$ cat src/pkg/mcs_pkg.sv
// shared constants and types for the mic calibration sequencer
package mcs_pkg;
    localparam int CLK_HZ = 50_000_000;
    localparam int TICK_MS = 1;
    localparam int MS_CYCLES = CLK_HZ / 1000 * TICK_MS;
    // tone windows and completion, in ms from start
    localparam logic [9:0] T_ST1_MS = 10'd10;
    localparam logic [9:0] T_ET1_MS = 10'd200;
    localparam logic [9:0] T_ST2_MS = 10'd215;
    localparam logic [9:0] T_ET2_MS = 10'd400;
    localparam logic [9:0] T_ST3_MS = 10'd415;
    localparam logic [9:0] T_ET3_MS = 10'd600;
    localparam logic [9:0] T_CC_MS = 10'd770;
    localparam logic [9:0] T_PROG_MS = 10'd215;
    localparam logic [9:0] MS_MAX = 10'h3ff;
    // register offsets
    localparam logic [7:0] A_COEF = 8'h0e;
    localparam logic [7:0] A_FREQ = 8'h0f;
    localparam logic [7:0] A_CHAN = 8'h10;
    localparam logic [7:0] A_STORE = 8'h11;
    localparam logic [7:0] A_START = 8'h12;
    localparam int STORE_N_BIT = 7;
    localparam int START_BIT = 0;
    localparam logic [7:0] STORE_RST = 8'h80;
    localparam logic [7:0] GAIN_RST = 8'h00;
    localparam logic [6:0] COEF_RST = 7'h00;
    // arbitrary bus address
    localparam logic [6:0] I2C_DEV_ADDR = 7'h5a;
    // coefficient memory entries
    localparam logic [1:0] M_COEF = 2'h0;
    localparam logic [1:0] M_FREQ = 2'h1;
    localparam logic [1:0] M_CHAN = 2'h2;
    localparam logic [2:0] LD_DONE = 3'h4;
    localparam logic [1:0] TONE_NONE = 2'h0;
    localparam logic [1:0] TONE_1K = 2'h1;
    localparam logic [1:0] TONE_300 = 2'h2;
    localparam logic [1:0] TONE_3K = 2'h3;
    typedef enum logic [2:0] {
        S_IDLE = 3'h0, S_TONE1 = 3'h1, S_TONE2 = 3'h3, S_TONE3 = 3'h2,
        S_SETTLE = 3'h6, S_PROG = 3'h7, S_DONE = 3'h5, S_MPROG = 3'h4
    } mcs_cal_st_t;
    typedef enum logic [2:0] {
        I_IDLE = 3'h0, I_ADDR = 3'h1, I_ACKA = 3'h3, I_WR = 3'h2,
        I_ACKW = 3'h6, I_RD = 3'h7, I_ACKR = 3'h5
    } mcs_i2c_st_t;
    typedef struct packed {
        logic en;
        logic [7:0] addr;
        logic [7:0] data;
    } mcs_reg_wr_t;
endpackage : mcs_pkg

$ cat src/logic/mcs_coef_mem.sv
// small coefficient store with registered read data
`timescale 1ns/100ps
module mcs_coef_mem (
    input wire logic i_clk,
    input wire logic i_reset,
    input wire logic i_we,
    input wire logic [1:0] i_waddr,
    input wire logic [7:0] i_wdata,
    input wire logic [1:0] i_raddr,
    output logic [7:0] o_rdata
);
    logic [7:0] mem_q [4];
    logic [7:0] rdata_q;
    genvar g;
    generate
        for (g = 0; g < 4; g++) begin : g_entry
            logic [7:0] ent_d;
            always_comb begin
                ent_d = (i_we && i_waddr == 2'(g)) ? i_wdata : mem_q[g];
            end
            always_ff @(posedge i_clk) begin
                if (i_reset) begin
                    mem_q[g] <= (2'(g) == mcs_pkg::M_COEF) ? 8'h00 : mcs_pkg::GAIN_RST;
                end else begin
                    mem_q[g] <= ent_d;
                end
            end
        end
    endgenerate
    always_ff @(posedge i_clk) begin
        rdata_q <= mem_q[i_raddr];
    end
    assign o_rdata = rdata_q;
endmodule : mcs_coef_mem

$ cat src/logic/mcs_i2c_slave.sv
// i2c register slave, scl and sda sampled on the system clock
`timescale 1ns/100ps
module mcs_i2c_slave (
    input wire logic i_clk,
    input wire logic i_reset,
    input wire logic i_scl,
    input wire logic i_sda,
    input wire logic [7:0] i_rd_data,
    output logic o_sda_oe,
    output logic [7:0] o_ptr,
    output mcs_pkg::mcs_reg_wr_t o_wr
);
    mcs_pkg::mcs_i2c_st_t st_q, st_d;
    logic scl_q, sda_q, oe_q, oe_d, first_q, first_d, rw_q, rw_d;
    logic [3:0] bitc_q, bitc_d;
    logic [7:0] sh_q, sh_d, ptr_q, ptr_d;
    mcs_pkg::mcs_reg_wr_t wr_q, wr_d;
    logic rise, fall, start, stop;
    always_comb begin
        rise = i_scl & ~scl_q;
        fall = ~i_scl & scl_q;
        start = scl_q & i_scl & sda_q & ~i_sda;
        stop = scl_q & i_scl & ~sda_q & i_sda;
        st_d = st_q;
        oe_d = oe_q;
        first_d = first_q;
        rw_d = rw_q;
        bitc_d = bitc_q;
        sh_d = sh_q;
        ptr_d = ptr_q;
        wr_d = '0;
        if (start) begin
            st_d = mcs_pkg::I_ADDR;
            bitc_d = 4'h0;
            first_d = 1'b1;
            oe_d = 1'b0;
        end else if (stop) begin
            st_d = mcs_pkg::I_IDLE;
            oe_d = 1'b0;
        end else begin
            case (st_q)
                mcs_pkg::I_ADDR, mcs_pkg::I_WR: begin
                    if (rise) begin
                        sh_d = {sh_q[6:0], i_sda};
                        bitc_d = bitc_q + 4'h1;
                    end
                    if (fall && bitc_q == 4'h8) begin
                        bitc_d = 4'h0;
                        oe_d = 1'b1;
                        if (st_q == mcs_pkg::I_ADDR) begin
                            rw_d = sh_q[0];
                            st_d = mcs_pkg::I_ACKA;
                            if (sh_q[7:1] != mcs_pkg::I2C_DEV_ADDR) begin
                                st_d = mcs_pkg::I_IDLE;
                                oe_d = 1'b0;
                            end
                        end else begin
                            st_d = mcs_pkg::I_ACKW;
                            first_d = 1'b0;
                            if (first_q) begin
                                ptr_d = sh_q;
                            end else begin
                                wr_d = '{en: 1'b1, addr: ptr_q, data: sh_q};
                                ptr_d = ptr_q + 8'h01;
                            end
                        end
                    end
                end
                mcs_pkg::I_ACKA, mcs_pkg::I_ACKW, mcs_pkg::I_ACKR: begin
                    // master nack ends a read burst
                    if (rise && st_q == mcs_pkg::I_ACKR) begin
                        rw_d = ~i_sda;
                    end
                    if (fall) begin
                        if (st_q != mcs_pkg::I_ACKW && rw_q) begin
                            st_d = mcs_pkg::I_RD;
                            sh_d = i_rd_data;
                            oe_d = ~i_rd_data[7];
                        end else if (st_q == mcs_pkg::I_ACKR) begin
                            st_d = mcs_pkg::I_IDLE;
                            oe_d = 1'b0;
                        end else begin
                            st_d = mcs_pkg::I_WR;
                            oe_d = 1'b0;
                        end
                    end
                end
                mcs_pkg::I_RD: begin
                    if (rise) begin
                        bitc_d = bitc_q + 4'h1;
                    end
                    if (fall) begin
                        if (bitc_q == 4'h8) begin
                            st_d = mcs_pkg::I_ACKR;
                            oe_d = 1'b0;
                            bitc_d = 4'h0;
                            ptr_d = ptr_q + 8'h01;
                        end else begin
                            sh_d = {sh_q[6:0], 1'b0};
                            oe_d = ~sh_q[6];
                        end
                    end
                end
                default: begin
                    oe_d = 1'b0;
                end
            endcase
        end
    end
    always_ff @(posedge i_clk) begin
        if (i_reset) begin
            st_q <= mcs_pkg::I_IDLE;
            scl_q <= 1'b1;
            sda_q <= 1'b1;
            oe_q <= 1'b0;
            first_q <= 1'b0;
            rw_q <= 1'b0;
            bitc_q <= 4'h0;
            sh_q <= 8'h00;
            ptr_q <= 8'h00;
            wr_q <= '0;
        end else begin
            st_q <= st_d;
            scl_q <= i_scl;
            sda_q <= i_sda;
            oe_q <= oe_d;
            first_q <= first_d;
            rw_q <= rw_d;
            bitc_q <= bitc_d;
            sh_q <= sh_d;
            ptr_q <= ptr_d;
            wr_q <= wr_d;
        end
    end
    assign o_sda_oe = oe_q;
    assign o_ptr = ptr_q;
    assign o_wr = wr_q;
endmodule : mcs_i2c_slave

$ cat src/logic/mcs_cal_seq.sv
// calibration sequencer top: start control, tone windows, eeprom store
// Overview of operation
// - results go to eeprom only if program enable stays high throughout
// - microphone input before calibration start is ignored
// - start bit 0 at 0x12 runs the engine until cleared, reset zero
// - calibrate rising edges ignored while the start bit is set
// - input in the gaps between tones is ignored
// - data stored automatically at sequence end, not before 770 ms
// - match first, then program eeprom for 215 ms if enabled
// - frequency gain: upper nibble 300 Hz, lower nibble 3 kHz
// - channel gain: upper nibble mic two, lower nibble mic one
// - ready rises when programming ends; host then restores pins, strobe
`timescale 1ns/100ps
module mcs_cal_seq #(
    parameter int P_MS_CYCLES = mcs_pkg::MS_CYCLES
) (
    input wire logic i_clk,
    input wire logic i_reset,
    input wire logic i_calibrate,
    input wire logic i_program_enable_pin,
    input wire logic i_auxiliary_control_pin,
    input wire logic i_scl,
    input wire logic i_sda,
    input wire logic [6:0] i_match_coef,
    output logic o_sda_o,
    output logic o_sda_oe,
    output logic o_cal_active,
    output logic o_capture,
    output logic [1:0] o_tone_sel,
    output logic o_charge_pump,
    output logic [7:0] o_freq_gain,
    output logic [7:0] o_chan_gain,
    output logic [6:0] o_coef,
    output logic o_ready
);
    mcs_pkg::mcs_cal_st_t st_q, st_d;
    mcs_pkg::mcs_reg_wr_t wr;
    logic [7:0] ptr, rd_data, mem_rdata, mem_wdata;
    logic [7:0] freq_q, freq_d, chan_q, chan_d, store_q, store_d;
    logic [6:0] coef_q, coef_d;
    logic start_q, start_d, ready_q, ready_d, cal_q, src_i2c_q, src_i2c_d;
    logic pe_ok_q, pe_ok_d, act_q, act_d, cap_q, cap_d, pump_q, pump_d;
    logic [1:0] tone_q, tone_d, wptr_q, wptr_d;
    logic [2:0] ld_q, ld_d;
    logic [15:0] div_q, div_d;
    logic [9:0] ms_q, ms_d;
    logic tick, pin_go, i2c_go, stop_req, mem_we, man_go;

    mcs_i2c_slave u_i2c (
        .i_clk(i_clk),
        .i_reset(i_reset),
        .i_scl(i_scl),
        .i_sda(i_sda),
        .i_rd_data(rd_data),
        .o_sda_oe(o_sda_oe),
        .o_ptr(ptr),
        .o_wr(wr)
    );

    mcs_coef_mem u_mem (
        .i_clk(i_clk),
        .i_reset(i_reset),
        .i_we(mem_we),
        .i_waddr(wptr_q),
        .i_wdata(mem_wdata),
        .i_raddr(ld_q[1:0]),
        .o_rdata(mem_rdata)
    );

    // open drain: only ever pulls low
    assign o_sda_o = 1'b0;

    always_comb begin
        case (ptr)
            mcs_pkg::A_COEF: rd_data = {ready_q, coef_q};
            mcs_pkg::A_FREQ: rd_data = freq_q;
            mcs_pkg::A_CHAN: rd_data = chan_q;
            mcs_pkg::A_STORE: rd_data = store_q;
            mcs_pkg::A_START: rd_data = {7'h00, start_q};
            default: rd_data = 8'h00;
        endcase
    end

    // pin edge masked by start bit
    assign pin_go = i_calibrate & ~cal_q & ~start_q;
    // bus start on 0 to 1
    assign i2c_go = wr.en && wr.addr == mcs_pkg::A_START && wr.data[mcs_pkg::START_BIT]
        && !start_q;
    assign stop_req = src_i2c_q ? !start_q : !i_calibrate;
    // strobe low with pins high starts manual store
    assign man_go = wr.en && wr.addr == mcs_pkg::A_STORE && !wr.data[mcs_pkg::STORE_N_BIT]
        && i_program_enable_pin && i_auxiliary_control_pin && st_q == mcs_pkg::S_IDLE;
    assign tick = div_q == 16'(P_MS_CYCLES - 1);
    assign mem_we = (st_q == mcs_pkg::S_PROG || st_q == mcs_pkg::S_MPROG)
        && ms_q >= mcs_pkg::T_PROG_MS;

    always_comb begin
        case (wptr_q)
            mcs_pkg::M_COEF: mem_wdata = {1'b0, coef_q};
            mcs_pkg::M_FREQ: mem_wdata = freq_q;
            default: mem_wdata = chan_q;
        endcase
    end

    // register file and restore
    always_comb begin
        freq_d = freq_q;
        chan_d = chan_q;
        store_d = store_q;
        start_d = start_q;
        coef_d = coef_q;
        ready_d = ready_q;
        ld_d = ld_q;
        if (ld_q != mcs_pkg::LD_DONE) begin
            ld_d = ld_q + 3'h1;
        end
        // memory entries reload after reset; the same reset clears them to zero
        case (ld_q)
            3'h1: coef_d = mem_rdata[6:0];
            3'h2: freq_d = mem_rdata;
            3'h3: chan_d = mem_rdata;
            default: ;
        endcase
        if (wr.en) begin
            case (wr.addr)
                mcs_pkg::A_FREQ: freq_d = wr.data;
                mcs_pkg::A_CHAN: chan_d = wr.data;
                mcs_pkg::A_STORE: store_d = wr.data;
                mcs_pkg::A_START: start_d = wr.data[mcs_pkg::START_BIT];
                default: ;
            endcase
        end
        if (wr.en && wr.addr == mcs_pkg::A_STORE && wr.data[mcs_pkg::STORE_N_BIT]) begin
            ready_d = 1'b0;
        end
        if (man_go) begin
            coef_d = wr.data[6:0];
            ready_d = 1'b0;
        end
        if (st_q == mcs_pkg::S_SETTLE && ms_q >= mcs_pkg::T_CC_MS) begin
            coef_d = i_match_coef;
        end
        if (mem_we && wptr_q == mcs_pkg::M_CHAN) begin
            ready_d = 1'b1;
        end
    end

    // sequencer
    always_comb begin
        st_d = st_q;
        src_i2c_d = src_i2c_q;
        div_d = (st_q == mcs_pkg::S_IDLE || tick) ? 16'h0000 : div_q + 16'h0001;
        ms_d = (tick && ms_q != mcs_pkg::MS_MAX) ? ms_q + 10'd1 : ms_q;
        wptr_d = mem_we ? wptr_q + 2'h1 : 2'h0;
        // enable must hold for the whole run
        pe_ok_d = pe_ok_q & i_program_enable_pin;
        case (st_q)
            mcs_pkg::S_IDLE: begin
                ms_d = 10'd0;
                if (ld_q == mcs_pkg::LD_DONE && (pin_go || i2c_go)) begin
                    st_d = mcs_pkg::S_TONE1;
                    src_i2c_d = i2c_go;
                    pe_ok_d = i_program_enable_pin;
                end else if (ld_q == mcs_pkg::LD_DONE && man_go) begin
                    st_d = mcs_pkg::S_MPROG;
                end
            end
            mcs_pkg::S_TONE1: begin
                if (ms_q >= mcs_pkg::T_ET1_MS) begin
                    st_d = mcs_pkg::S_TONE2;
                end
            end
            mcs_pkg::S_TONE2: begin
                if (ms_q >= mcs_pkg::T_ET2_MS) begin
                    st_d = mcs_pkg::S_TONE3;
                end
            end
            mcs_pkg::S_TONE3: begin
                if (ms_q >= mcs_pkg::T_ET3_MS) begin
                    st_d = mcs_pkg::S_SETTLE;
                end
            end
            mcs_pkg::S_SETTLE: begin
                if (ms_q >= mcs_pkg::T_CC_MS) begin
                    // program stage only with enable held
                    st_d = (pe_ok_d) ? mcs_pkg::S_PROG : mcs_pkg::S_DONE;
                    ms_d = 10'd0;
                end
            end
            mcs_pkg::S_PROG, mcs_pkg::S_MPROG: begin
                if (mem_we && wptr_q == mcs_pkg::M_CHAN) begin
                    st_d = (st_q == mcs_pkg::S_PROG) ? mcs_pkg::S_DONE : mcs_pkg::S_IDLE;
                end
            end
            default: ;
        endcase
        // an interrupted eeprom write would leave corrupt cells, so it runs out
        if (st_q != mcs_pkg::S_IDLE && st_q != mcs_pkg::S_PROG
            && st_q != mcs_pkg::S_MPROG && stop_req) begin
            st_d = mcs_pkg::S_IDLE;
        end
        act_d = st_d != mcs_pkg::S_IDLE;
        pump_d = st_d == mcs_pkg::S_PROG || st_d == mcs_pkg::S_MPROG;
        cap_d = (st_d == mcs_pkg::S_TONE1 && ms_d >= mcs_pkg::T_ST1_MS)
            || (st_d == mcs_pkg::S_TONE2 && ms_d >= mcs_pkg::T_ST2_MS)
            || (st_d == mcs_pkg::S_TONE3 && ms_d >= mcs_pkg::T_ST3_MS);
        case (st_d)
            mcs_pkg::S_TONE1: tone_d = mcs_pkg::TONE_1K;
            mcs_pkg::S_TONE2: tone_d = mcs_pkg::TONE_300;
            mcs_pkg::S_TONE3: tone_d = mcs_pkg::TONE_3K;
            default: tone_d = mcs_pkg::TONE_NONE;
        endcase
    end

    always_ff @(posedge i_clk) begin
        if (i_reset) begin
            st_q <= mcs_pkg::S_IDLE;
            src_i2c_q <= 1'b0;
            pe_ok_q <= 1'b0;
            div_q <= 16'h0000;
            ms_q <= 10'd0;
            wptr_q <= 2'h0;
            act_q <= 1'b0;
            cap_q <= 1'b0;
            pump_q <= 1'b0;
            tone_q <= mcs_pkg::TONE_NONE;
            freq_q <= mcs_pkg::GAIN_RST;
            chan_q <= mcs_pkg::GAIN_RST;
            store_q <= mcs_pkg::STORE_RST;
            start_q <= 1'b0;
            coef_q <= mcs_pkg::COEF_RST;
            ready_q <= 1'b0;
            ld_q <= 3'h0;
            cal_q <= 1'b1;
        end else begin
            st_q <= st_d;
            src_i2c_q <= src_i2c_d;
            pe_ok_q <= pe_ok_d;
            div_q <= div_d;
            ms_q <= ms_d;
            wptr_q <= wptr_d;
            act_q <= act_d;
            cap_q <= cap_d;
            pump_q <= pump_d;
            tone_q <= tone_d;
            freq_q <= freq_d;
            chan_q <= chan_d;
            store_q <= store_d;
            start_q <= start_d;
            coef_q <= coef_d;
            ready_q <= ready_d;
            ld_q <= ld_d;
            cal_q <= i_calibrate;
        end
    end

    assign o_cal_active = act_q;
    assign o_capture = cap_q;
    assign o_tone_sel = tone_q;
    assign o_charge_pump = pump_q;
    assign o_freq_gain = freq_q;
    assign o_chan_gain = chan_q;
    assign o_coef = coef_q;
    assign o_ready = ready_q;
endmodule : mcs_cal_seq

$ cat config.mk
export PLATFORM = sky130hd
export DESIGN_NAME = mcs_cal_seq
export DESIGN_NICKNAME = d
export VERILOG_FILES = /design/src/pkg/mcs_pkg.sv /design/src/logic/mcs_coef_mem.sv /design/src/logic/mcs_i2c_slave.sv /design/src/logic/mcs_cal_seq.sv
export SDC_FILE = /design/constraint.sdc
export NUM_CORES = 1
export LEC_CHECK = 0
export ABC_CLOCK_PERIOD_IN_PS = 3000
export BUFFER_PORTS_ARGS = -buffer_cell sky130_fd_sc_hd__buf_2
export CORE_MARGIN = 4
export CORE_UTILIZATION = 61
export DETAILED_ROUTE_END_ITERATION = 12
export PLACE_DENSITY_LB_ADDON = 0.08
export SETUP_SLACK_MARGIN = 0.15
export SYNTH_ARGS = -nofsm -noshare
export SYNTH_HDL_FRONTEND = slang
export SYNTH_SLANG_ARGS = --single-unit
$ cat constraint.sdc
create_clock -name i_clk -period 3 [get_ports i_clk]
set_input_delay 0.45 -clock i_clk [delete_from_list [all_inputs] [get_ports i_clk]]
set_output_delay 0.45 -clock i_clk [all_outputs]
set_load 0.05 [all_outputs]
# After elaboration in Yosys (flattened, before gate mapping)

Memories as Yosys holds them, arrays and structs flattened. A register that Yosys moved wholly into a read port is not among the register bits.
Index checks and enable logic that the tools add are counted.
W data, S select, Z words.

Register bits after elaboration: 120
Bits in writable memories: 32
Bits of input ports: 14
Output and inout bits: 31
Word-level logic and storage cells: 295
Memories kept: 1

Add/subtract/negate cells: 6
Order comparisons: 8
Eq/ne operators: 61
Mux-type cells: 89
Bitwise operators: 27
Reduce and logical (&&, ||, !) cells: 72

Memory list:

| name        | words | bits a word | rd ports | clocked after Yosys merged registers in | wr ports | RTL line           | source |
|---|---|---|---|---|---|---|---|
| u_mem.mem_q | 4     | 8           | 1        | 1                                       | 4        | mcs_coef_mem.sv:12 | `logic [7:0] mem_q [4];` |

Operator list:

| operator                | count |
|---|---|
| $mux W8                 | 24 |
| $eq A8 B5 Y1 const B    | 6 |
| $mux W3                 | 15 |
| $pmux W8 S5             | 1 |
| $pmux W8 S2             | 2 |
| $ge A10 B8 Y1 const B   | 3 |
| $eq A3 B3 Y1 const B    | 9 |
| $logic_and A1 B1 Y1     | 27 |
| $mux W1                 | 26 |
| $eq A3 B2 Y1 const B    | 8 |
| $eq A8 B4 Y1 const B    | 3 |
| $pmux W8 S3             | 1 |
| $mux W7                 | 3 |
| $ge A10 B10 Y1 const B  | 2 |
| $ge A10 B9 Y1 const B   | 2 |
| $mux W10                | 2 |
| $ne A2 B1 Y1 const B    | 10 |
| $pmux W10 S2            | 1 |
| $pmux W3 S6             | 1 |
| $mux W17                | 1 |
| $add A16 B1 Y16 const B | 1 |
| $eq A16 B16 Y1 const B  | 1 |
| $mux W4                 | 4 |
| $ne A4 B1 Y1 const B    | 4 |
| 42 further kinds        | 106 |

# Logic depth before layout (Yosys ltp)

Gate-level depths: netlist (run 1).

Depth in word-level cells: 15
Depth in mapped cells: 10
Depth with buffers taken out: 10

# Modules after synthesis

Synthesis (run 1) repeated with hierarchy kept, for this count alone.

Cell total of the unflattened synthesis: 911
Area total of the unflattened synthesis: 8,244.2 µm²

By module, submodules not included:

| module        | instances | cells an instance | area an instance (µm²) | sequential area each (µm²) |
|---|---|---|---|---|
| mcs_cal_seq   | 1         | 510               | 4,182.8                | 1,501.4 |
| mcs_i2c_slave | 1         | 297               | 2,483.6                | 900.9 |
| mcs_coef_mem  | 1         | 104               | 1,577.8                | 1,121.1 |

# Least setup slack after synthesis (run 1)

No wires, ideal clock.

Path type: reg-to-reg
From: register u_i2c.wr_q (netlist bit u_i2c.o_wr[13])
To: register tone_q[0], in the netlist o_tone_sel[0]
Setup time: 128 ps
Arrival: 2,224 ps
Data required time: 2,872 ps
Slack: 649 ps
Cell stages (with the launch flop): 11
Path buffers: 2
Period minus slack after synthesis: 2,351 ps
Path through: dfxtp_1 -> nor4b_4 -> nand3_1 -> or3b_1 -> buf_6 -> nand3b_4 -> buf_6 -> o311ai_4 -> nand2_2 -> a32oi_1 -> nor2_1

Longest elaborated chain between the ends: 13

Ends and longest elaborated chain:

| item                                                | RTL line             | source |
|---|---|---|
| from (decl)                                         | mcs_i2c_slave.sv:17  | `mcs_pkg::mcs_reg_wr_t wr_q, wr_d;` |
| from (signal assigned)                              | mcs_i2c_slave.sv:132 | `wr_q <= wr_d;` |
| $eq A8 B5 Y1                                        | mcs_cal_seq.sv:91    | `assign man_go = wr.en && wr.addr == mcs_pkg::A_STORE && !wr.data[mcs_pkg::STORE_N_BIT]` |
| $logic_and A1 B1 Y1 (2 in a row)                    | mcs_cal_seq.sv:91    |  |
| $logic_and A1 B1 Y1 (3 in a row)                    | mcs_cal_seq.sv:92    | `&& i_program_enable_pin && i_auxiliary_control_pin && st_q == mcs_pkg::S_IDLE;` |
| $logic_and A1 B1 Y1                                 | mcs_cal_seq.sv:164   | `end else if (ld_q == mcs_pkg::LD_DONE && man_go) begin` |
| $mux W3                                             | mcs_cal_seq.sv:164   |  |
| $mux W3 (*)                                         | mcs_cal_seq.sv:160   | `if (ld_q == mcs_pkg::LD_DONE && (pin_go \|\| i2c_go)) begin` |
| $pmux W3 S6 (*)                                     | mcs_cal_seq.sv:157   | `case (st_q)` |
| $mux W3 (*)                                         | mcs_cal_seq.sv:198   | `if (st_q != mcs_pkg::S_IDLE && st_q != mcs_pkg::S_PROG` |
| $eq A3 B2 Y1 / $eq A3 B1 Y1 (equally long branches) | mcs_cal_seq.sv:207   | `case (st_d)` |
| $pmux W2 S3 (*)                                     | mcs_cal_seq.sv:207   |  |
| to (signal assigned)                                | mcs_cal_seq.sv:226   | `tone_q <= mcs_pkg::TONE_NONE;` |
| to (signal assigned)                                | mcs_cal_seq.sv:245   | `tone_q <= tone_d;` |
| to (decl)                                           | mcs_cal_seq.sv:43    | `logic [1:0] tone_q, tone_d, wptr_q, wptr_d;` |

Every way passes the cells marked *; elsewhere a longest branch is shown, timed or not.
A chain may end at the register's enable or synchronous reset.

# Final worst setup path (run 1)

From: register ms_q[1]
To: register cap_q, in the netlist o_capture

Longest elaborated chain between the ends: 10

Ends and longest elaborated chain:

| item                                                    | RTL line           | source |
|---|---|---|
| from (decl)                                             | mcs_cal_seq.sv:46  | `logic [9:0] ms_q, ms_d;` |
| from (signal assigned)                                  | mcs_cal_seq.sv:240 | `ms_q <= ms_d;` |
| branches (longest 9 deep; another with $add A10 B1 Y10) | --                 |  |
| $logic_or A1 B1 Y1 (*)                                  | mcs_cal_seq.sv:206 | `\|\| (st_d == mcs_pkg::S_TONE3 && ms_d >= mcs_pkg::T_ST3_MS);` |
| to (signal assigned)                                    | mcs_cal_seq.sv:243 | `cap_q <= cap_d;` |
| to (decl)                                               | mcs_cal_seq.sv:42  | `logic pe_ok_q, pe_ok_d, act_q, act_d, cap_q, cap_d, pump_q, pump_d;` |

Every way passes the cells marked *.

==> results of run 1 <==
==> routing by layer <==
metal,GRT usage (%),vias up
met5,0,-
met4,9.384,0
met3,6.480,29
met2,46.34,263
met1,37.46,3186
li1,-,3156
==> where the power goes <==
group / internal, mW / switching [mW] / total (mW)
Clock: 1.17 / 0.946 / 2.11
Combinational: 0.391 / 0.670 / 1.06
Sequential: 2.36 / 0.163 / 2.52
==> kinds of logic (layout without fill, tap and decap cells) <==
kind of cell | count (synthesis) | after routing
and+or+nand+nor | 361 | 361
DFF | 160 | 160
muxes | 52 | 52
AOI/OAI and AO/OA | 174 | 174
other | 1 | 1
xor gates and xnor gates | 22 | 22
adders and majority gates | 18 | 18
buffers and inverters | 62 | 113
==> cell usage in the layout, fill, tap and decap left out, drive strengths merged, types with 28 or more instances in the layout <==
master / count
edfxtp: 32
buf: 63
nor2: 132
a21oi: 37
nand2: 79
dfxtp: 128
o21ai: 33
nand3: 28
mux2i: 42
==> stage by stage <==
step                      utilization [%]  worst slack [ns]  instance area [um2]  cells
after floorplan                         -            0.6487                 7816    850
after global placement              65.39            0.4322                 8218   1041
after detailed placement            65.39            0.3896                 8218   1041
after CTS                           69.96            0.3372                 8792   1073
after global routing                69.99            0.1702                 8796   1073
final                               69.99            0.3505                 8796   1073
==> worst max-delay path by stage <==
stage	endpoint	slack [ns]	depth (start not counted)
2_1_floorplan	o_tone_sel[0]	0.65	10
3_3_place_gp	o_capture	0.43	9
3_5_place_dp	o_capture	0.39	8
4_1_cts	o_capture	0.34	9
5_1_grt	o_capture	0.17	9
6_report	o_capture	0.35	9
==> cells in the mapped netlist, drive strengths merged (11+ instances only) <==
master and n:
clkbuf 35, ha 18, mux2i 42, nand3 28
nor3 22, dfxtp 128, a22oi 15, and3 12
a21oi 37, inv 18, nand2 79, o21ai 33
a211oi 26, edfxtp 32, nor2 132, xor2 13
and2 26, a31oi 11
==> registers in the layout (all words and copies together), names as in the netlist, 2 cells and up <==
register	cells
ld_q	3
u_i2c.o_ptr	8
u_mem.o_rdata	8
o_chan_gain	8
u_mem.mem_q	32
store_q	8
u_i2c.sh_q	8
o_coef	7
u_i2c.st_q	3
st_q	3
wptr_q	2
u_i2c.o_wr	17
ms_q	10
o_freq_gain	8
u_i2c.bitc_q	4
div_q	16
o_tone_sel	2
==> cell type report <==
type                            instances  share of cell area [%]
Inverter                               18                  0.7681
Timing Repair Buffer                   63                   4.154
Tap cell                              172                   2.447
Clock inverter                         15                   1.693
Clock buffer                           17                   4.836
Sequential cell                       160                   40.06
Multi-Input combinational cell        628                   46.05
==> worst reg2reg max path, cell delays in order, from the launching register on <==
cell       delay (ns)
dfxtp_1          0.41
ha_2             0.27
nand4_1          0.14
or3_1            0.42
a211o_1          0.32
a211oi_1         0.26
nor4b_1          0.35
o311a_1          0.21
o2111ai_1        0.11
nand3_1          0.11
==> impl_metrics.tcl, run 1 <==
set metrics [dict create \
    status "complete, no violations" \
    critPathSlowestCell "or3_1" \
    met2WireLength_mm 9.577 \
    die_area_um2 14690 \
    synth_seq_cells 160 \
    finalWeightedCongestion 0.9301 \
    power.total_mw 5.696 \
    p_leak_nw 3.394 \
    path_class "register to register" \
    yosys.area.top_type "dfxtp_1" \
    synth_compound_area_share_pct 15.58 \
    core_region_area_um2 12570 \
    yosys.area.top_type_share_pct 32.78 \
    wirelength_mm 19.98 \
    via_count 6634 \
    hold_path.class "input pin to register" \
    htree_levels 4 \
    port_buffers 43 \
    synth_area_leaders "dfxtp_1, edfxtp_1, nor2_1" \
    setup_viol 0 \
    worst_ep_arrival_time_ns 3.02 \
    power_density_nw_per_um2 647.6 \
    worstHoldStart "i_calibrate" \
    fin_nets 920 \
    ant_nets 0 \
    path_cells "ha_2, nand4_1, or3_1, a211o_1, a211oi_1, nor4b_1, o311a_1, o2111ai_1, nand3_1" \
    yosys.area_share.simple_pct 22.75 \
    top_layer "met4" \
    cts.clk_slew.worst_paths_ns 0.06 \
    nFillCells 1009 \
    area.sequential_um2 3523 \
    r2r-start "ms_q[1]" \
    synth_area_um2 7816 \
    crit_buf_inv 0 \
    rows 41 \
    met3_length_mm 1.303 \
    drv_slew 0 \
    hpwl_mm 14.05 \
    ys_types 70 \
    async_flop_share_pct 0 \
    fin_skew_ns 0.007893 \
    die_y_um 121.2 \
    required_ns 3.37 \
    cts_resized 0 \
    synth_top_flop_cell "dfxtp_1" \
    cts_tree "yes" \
    cts-root-buf "clkbuf_16" \
    crit_family "simple AND/OR/NAND/NOR gates" \
    synth_xor_xnor_area_share_pct 2.465 \
    grt_pass1_wl_mm 32.56 \
    min_to "cal_q" \
    finalCritPeriodShare_pct 88.32 \
    wl_met1_mm 8.754 \
    grtUsageTotal_pct 28.38 \
    syn-num-nets 882 \
    vias_per_cell 6.183 \
    cp-start-kind "register" \
    maxCapViolations 0 \
    r2r_slack_ns 0.35 \
    synth_top_family_by_area "simple AND/OR/NAND/NOR gates" \
    rsz0062_at_grt "false" \
    cts_buffers 17 \
    cp-end-kind "register" \
    cpPeakStageDelay_ns 0.42 \
    cts_hold_buf 0 \
    area_growth_pct 12.53 \
    synth_warnings 0 \
    grt.overflow.total 0 \
    post_cts_buffers 0 \
    setup_tns_ns 0 \
    fmax_mhz 377.4 \
    min_period_ns 2.650 \
    slew-limit-headroom_pct 50.91 \
    drt_first_pass_iters 5 \
    whs_path_depth 2 \
    worst_pin_slew_ns 0.7343 \
    synth_fa_ha_area_share_pct 2.881 \
    final_layout_size_suffix_gt1_share_pct 13.98 \
    seq_area_frac_synth_pct 45.08 \
    avgSynthCellArea_um2 9.196 \
    peakVddDrop_v 0.0005861 \
    hold_viol 0 \
    rr_worst_depth 9 \
    startpoint "ms_q[1]" \
    crit_path_max_fanout 6 \
    synth_enable_flop_cells 32 \
    multi_input_area_um2 4050 \
    wl_per_cell_um 18.62 \
    remaining_drc_errors 0 \
    drtIter0Drc 856 \
    grt_max_degree 44 \
    initial_core_util_pct 62.19 \
    muxShareOfSynthArea_pct 7.972 \
    grt_pass1_vias 6417 \
    die_w_um 121.2 \
    synthCells 850 \
    timing.hold.ws_ns 0.2747 \
    antenna_found_initial 0 \
    insertion_delay_ns 0.43 \
    cts.sinks 160 \
    cts_buffer_depth 2 \
    num_io_pins 45 \
    r2r_end "o_capture" \
    antennaDiodeCount 0 \
]
No activity file was read; power rests on OpenSTA's default activity.
==> inputs of run 2 (changes only) <==
--- a/config.mk
+++ b/config.mk
@@ -11,6 +11,7 @@
 export CORE_UTILIZATION = 61
 export DETAILED_ROUTE_END_ITERATION = 12
 export PLACE_DENSITY_LB_ADDON = 0.08
+export RECOVER_POWER = 100
 export SETUP_SLACK_MARGIN = 0.15
 export SYNTH_ARGS = -nofsm -noshare
 export SYNTH_HDL_FRONTEND = slang
==> impl_metrics.tcl, run 2 (synthesis results as in run 1) <==
set metrics [dict create \
    status "complete, no violations" \
    path_cells "ha_1, nand4_1, or3_1, a211o_1, a211oi_1, nor4b_1, o311a_1, o2111ai_1, nand3_1" \
    critPathSlowestCell "or3_1" \
    peakVddDrop_v 0.0005893 \
    final_common_cell "nor2_1" \
    core_region_area_um2 12570 \
    num_io_pins 45 \
    rows 41 \
    whs_path_depth 2 \
    slew-limit-headroom_pct 22.46 \
    area.sequential_um2 3523 \
    initial_core_util_pct 62.19 \
    power_density_nw_per_um2 651.2 \
    worstHoldStart "i_calibrate" \
    met3_length_mm 1.408 \
    cts_hold_buf 0 \
    final_layout_size_suffix_gt1_share_pct 8.990 \
    cpPeakStageDelay_ns 0.42 \
    die_y_um 121.2 \
    antenna_found_initial 0 \
    wl_met1_mm 8.550 \
    drt_first_pass_iters 5 \
    nFillCells 1031 \
    hpwl_mm 14.05 \
    worst_pin_slew_ns 1.163 \
    die_w_um 121.2 \
    finalInstanceArea_um2 8698 \
    grt_max_degree 44 \
    crit_path_max_fanout 6 \
    finalWeightedCongestion 0.9301 \
    met2WireLength_mm 9.679 \
    area_growth_pct 11.29 \
    p_leak_nw 3.220 \
    drv_slew 0 \
    fmax_mhz 370.2 \
    port_buffers 43 \
    post_cts_buffers 0 \
    via_count 6648 \
    grt_pass1_vias 6417 \
    hold_path.class "input pin to register" \
    cts_buffers 17 \
    htree_levels 4 \
    min_to "cal_q" \
    grtUsageTotal_pct 28.38 \
    maxCapViolations 0 \
    wl_per_cell_um 18.63 \
    ant_nets 0 \
    largest_reg_flops 32 \
    cp-start-kind "register" \
    cts-root-buf "clkbuf_16" \
    top_layer "met4" \
    die_area_um2 14690 \
    min_period_ns 2.701 \
    r2r_end "o_capture" \
    grt.overflow.total 0 \
    fin_skew_ns 0.007633 \
    setup_viol 0 \
    cp-end-kind "register" \
    cts_buffer_depth 2 \
    drtIter0Drc 854 \
    antennaDiodeCount 0 \
    place_area_um2 8218 \
    vias_per_cell 6.196 \
    required_ns 3.37 \
    fin_nets 920 \
    worst_ep_arrival_time_ns 3.07 \
    rr_worst_depth 9 \
    r2r_slack_ns 0.30 \
    hold_viol 0 \
    timing.hold.ws_ns 0.2760 \
    setup_tns_ns 0 \
    multi_input_area_um2 4024 \
    rsz0062_at_grt "false" \
    insertion_delay_ns 0.43 \
    layout_common_cells "nor2_1, dfxtp_1, nand2_1" \
    cts.sinks 160 \
    cts_tree "yes" \
    remaining_drc_errors 0 \
    path_class "register to register" \
    wirelength_mm 19.99 \
    finalCritPeriodShare_pct 90.04 \
    cts.clk_slew.worst_paths_ns 0.06 \
    grt_pass1_wl_mm 32.56 \
    r2r-start "ms_q[1]" \
    regMostFlops "u_mem.mem_q" \
]
[run 2: cell count changes in the layout (fill, tap and decap cells not counted), sizes merged]
| cell | change |
|---|---|
| buf | -40 |
| clkbuf | +40 |
[run 2: power breakdown]
part	internal [mW]	switching, mW
registers	2.36	0.166
logic	0.359	0.667
clock network	1.17	0.946
[run 2: cell type report]
class	instances	area share, %
multi-input cells	628	46.26
flip-flops and latches	160	40.51
clock buffers	17	4.891
repair buffers	63	3.380
well taps	172	2.474
clock inverters	15	1.712
inverters	18	0.7768
[run 2: how the worst max path moves through the flow]
stage | startpoint | endpoint | slack [ns] | cells past startpoint
2_1_floorplan | u_i2c.o_wr[13] | o_tone_sel[0] | 0.65 | 10
3_3_place_gp | ms_q[1] | o_capture | 0.43 | 9
3_5_place_dp | div_q[14] | o_capture | 0.39 | 8
4_1_cts | ms_q[1] | o_capture | 0.34 | 9
5_1_grt | div_q[14] | o_capture | 0.09 | 8
6_report | ms_q[1] | o_capture | 0.30 | 9
[run 2: per-layer routing]
layer | up-vias | GRT usage, %
li1 | 3147 | -
met1 | 3198 | 37.46
met2 | 267 | 46.34
met3 | 36 | 6.480
met4 | 0 | 9.384
met5 | - | 0
[run 2: worst max-delay path, delay by kind of cell (launching register included)]
kind / cells / cell delay (ns)
AOI/OAI and AO/OA: 4 / 0.90
adders and majority gates: 1 / 0.30
DFF: 1 / 0.41
and+or+nand+nor: 4 / 1.04
[run 2: stage by stage]
| stage | cells | total power, mW | util, % | setup WS [ns] |
|---|---|---|---|---|
| after global routing | 1073 | 5.888 | 69.21 | 0.08898 |
| after detailed placement | 1041 | 3.610 | 65.39 | 0.3896 |
| after floorplan | 850 | 3.318 | - | 0.6487 |
| after CTS | 1073 | 5.711 | 69.96 | 0.3372 |
| final | 1073 | 5.664 | 69.21 | 0.2987 |
| after global placement | 1041 | 3.582 | 65.39 | 0.4322 |
[run 2: what timing repair did]
item / CTS / global route
endpoints found under the setup margin: 0 / 1
endpoints found under the hold margin: 0 / 0
resized for setup: 0 / 2
==> inputs of run 3 (changes only) <==
--- a/config.mk
+++ b/config.mk
@@ -5,10 +5,10 @@
 export SDC_FILE = /design/constraint.sdc
 export NUM_CORES = 1
 export LEC_CHECK = 0
-export ABC_CLOCK_PERIOD_IN_PS = 3000
+export ABC_CLOCK_PERIOD_IN_PS = 3400
 export BUFFER_PORTS_ARGS = -buffer_cell sky130_fd_sc_hd__buf_2
 export CORE_MARGIN = 4
-export CORE_UTILIZATION = 61
+export CORE_UTILIZATION = 65
 export DETAILED_ROUTE_END_ITERATION = 12
 export PLACE_DENSITY_LB_ADDON = 0.08
 export RECOVER_POWER = 100
==> constraint.sdc (replaced) <==
create_clock -name i_clk -period 3.4 [get_ports i_clk]
set_input_delay 0.51 -clock i_clk [delete_from_list [all_inputs] [get_ports i_clk]]
set_output_delay 0.51 -clock i_clk [all_outputs]
set_load 0.05 [all_outputs]
==> impl_metrics.tcl, run 3 (synthesis results as in run 1) <==
set metrics [dict create \
    status "complete, no violations" \
    cts.clk_slew.worst_paths_ns 0.07 \
    cts_buffers 17 \
    power.total_mw 4.961 \
    rows 39 \
    hold_viol 0 \
    maxCapViolations 0 \
    dp.cells 1000 \
    num_io_pins 45 \
    insertion_delay_ns 0.43 \
    die_area_um2 13840 \
    hold_path.class "input pin to register" \
    crit_buf_inv 0 \
    finalWeightedCongestion 0.9682 \
    grtUsageMet1_pct 39.59 \
    die_y_um 117.7 \
    largest_reg_flops 32 \
    ant_nets 0 \
    slew-limit-headroom_pct 18.36 \
    regMostFlops "u_mem.mem_q" \
    final_util_pct 73.80 \
    fin_skew_ns 0.01538 \
    final_layout_size_suffix_gt1_share_pct 8.211 \
    antenna_found_initial 0 \
    rsz0062_at_grt "false" \
    cts_tree "yes" \
    drt_first_pass_iters 6 \
    initial_core_util_pct 67.30 \
    setup_viol 0 \
    drtIter0Drc 876 \
    cts_resized 0 \
    grt_use_met3_pct 6.679 \
    antennaDiodeCount 0 \
    grtUsageTotal_pct 30.18 \
    layout_common_cells "nor2_1, dfxtp_1, nand2_1" \
    hpwl_mm 14.40 \
    crit_path_max_fanout 18 \
    required_ns 3.70 \
    min_period_ns 2.977 \
    cts_buffer_depth 2 \
    setup_tns_ns 0 \
    cp-start-kind "register" \
    cp-end-kind "register" \
    worst_ep_arrival_time_ns 3.28 \
    area_growth_pct 9.653 \
    worst_pin_slew_ns 1.225 \
    via_count 6801 \
    final_cells 1032 \
    core_region_area_um2 11610 \
    grt_max_degree 56 \
    cpPeakStageDelay_ns 0.92 \
    peakVddDrop_v 0.0004841 \
    path_cells "nand2_1, a2111oi_4, nor2_1, o21ai_0, nor4b_1, o311a_1, o2111ai_1, nand3_1" \
    grtUsageMet2_pct 48.94 \
    fmax_mhz 335.9 \
    finalInstanceArea_um2 8571 \
    die_w_um 117.7 \
    htree_levels 4 \
    finalCritPeriodShare_pct 87.56 \
    path_class "register to register" \
    grt_pass1_wl_mm 33.80 \
    grt_pass1_vias 6505 \
    place_area_um2 8085 \
    globalRoute.busiestLayer "met2" \
    critPathSlowestCell "a2111oi_4" \
    power_density_nw_per_um2 578.9 \
    port_buffers 43 \
    drv_slew 0 \
    p_leak_nw 3.163 \
    cts.sinks 160 \
    wirelength_mm 20.78 \
    wl_per_cell_um 20.13 \
    final_common_cell "nor2_1" \
    grt.overflow.total 0 \
    post_cts_buffers 0 \
    vias_per_cell 6.590 \
    crit_family "compound AO/OA/AOI/OAI gates" \
    cts_hold_buf 0 \
    fin_nets 908 \
    cts-root-buf "clkbuf_16" \
    remaining_drc_errors 0 \
]
==> run 3: changes by cell type in the layout (fill, tap and decap cells not counted), sizes merged <==
| cell | delta |
|---|---|
| clkbuf | -7 |
| inv | -3 |
| buf | -5 |
| clkinv | +1 |
| clkinvlp | +2 |
==> run 3: through the flow <==
| step | worst slack [ns] | hold slack [ns] |
|---|---|---|
| 2_1_floorplan | 1.049 | 0.4175 |
| 3_3_place_gp | 0.5600 | 0.4279 |
| 3_5_place_dp | 0.5148 | 0.4367 |
| 4_1_cts | 0.4696 | 0.3347 |
| 5_1_grt | 0.2097 | 0.3290 |
| 6_report | 0.4230 | 0.3391 |
==> run 3: where the power goes <==
| part | switching, mW | total [mW] | internal, mW | leakage [nW] |
|---|---|---|---|---|
| clock network | 0.804 | 1.82 | 1.01 | 0.260 |
| registers | 0.204 | 2.29 | 2.08 | 1.34 |
| logic | 0.552 | 0.858 | 0.306 | 1.56 |
| total | 1.56 | 4.96 | 3.40 | 3.16 |
==> run 3: layout make-up <==
class	count	area, um2
clock buffer	17	425.4
clock inverter	15	133.9
fill	853	3043
inverter	18	67.56
multi-input combinational	628	4011
sequential	160	3523
tap	143	178.9
timing repair buffer	51	230.2
==> run 3: layer usage <==
layer | vias up | wire (um)
met4 | 0 | 515
met1 | 3260 | 8724
met2 | 355 | 9964
li1 | 3128 | -
met3 | 58 | 1572
met5 | - | 0
==> run 3: final timing paths <==
kind / from / end / slack [ns] / depth (start not counted)
max: ms_q[8] / o_capture / 0.42 / 8
min: i_match_coef[5] / o_coef[5] / 0.34 / 3
max reg2reg: ms_q[8] / o_capture / 0.42 / 8
min reg2reg: div_q[0] / div_q[0] / 0.45 / 1
==> run 3: worst reg2reg max path: cells and delay by family, from the launching register on <==
kind | cells | cell delay [ns]
DFF | 1 | 0.49
and+or+nand+nor | 4 | 0.71
AOI/OAI and AO/OA | 4 | 1.66
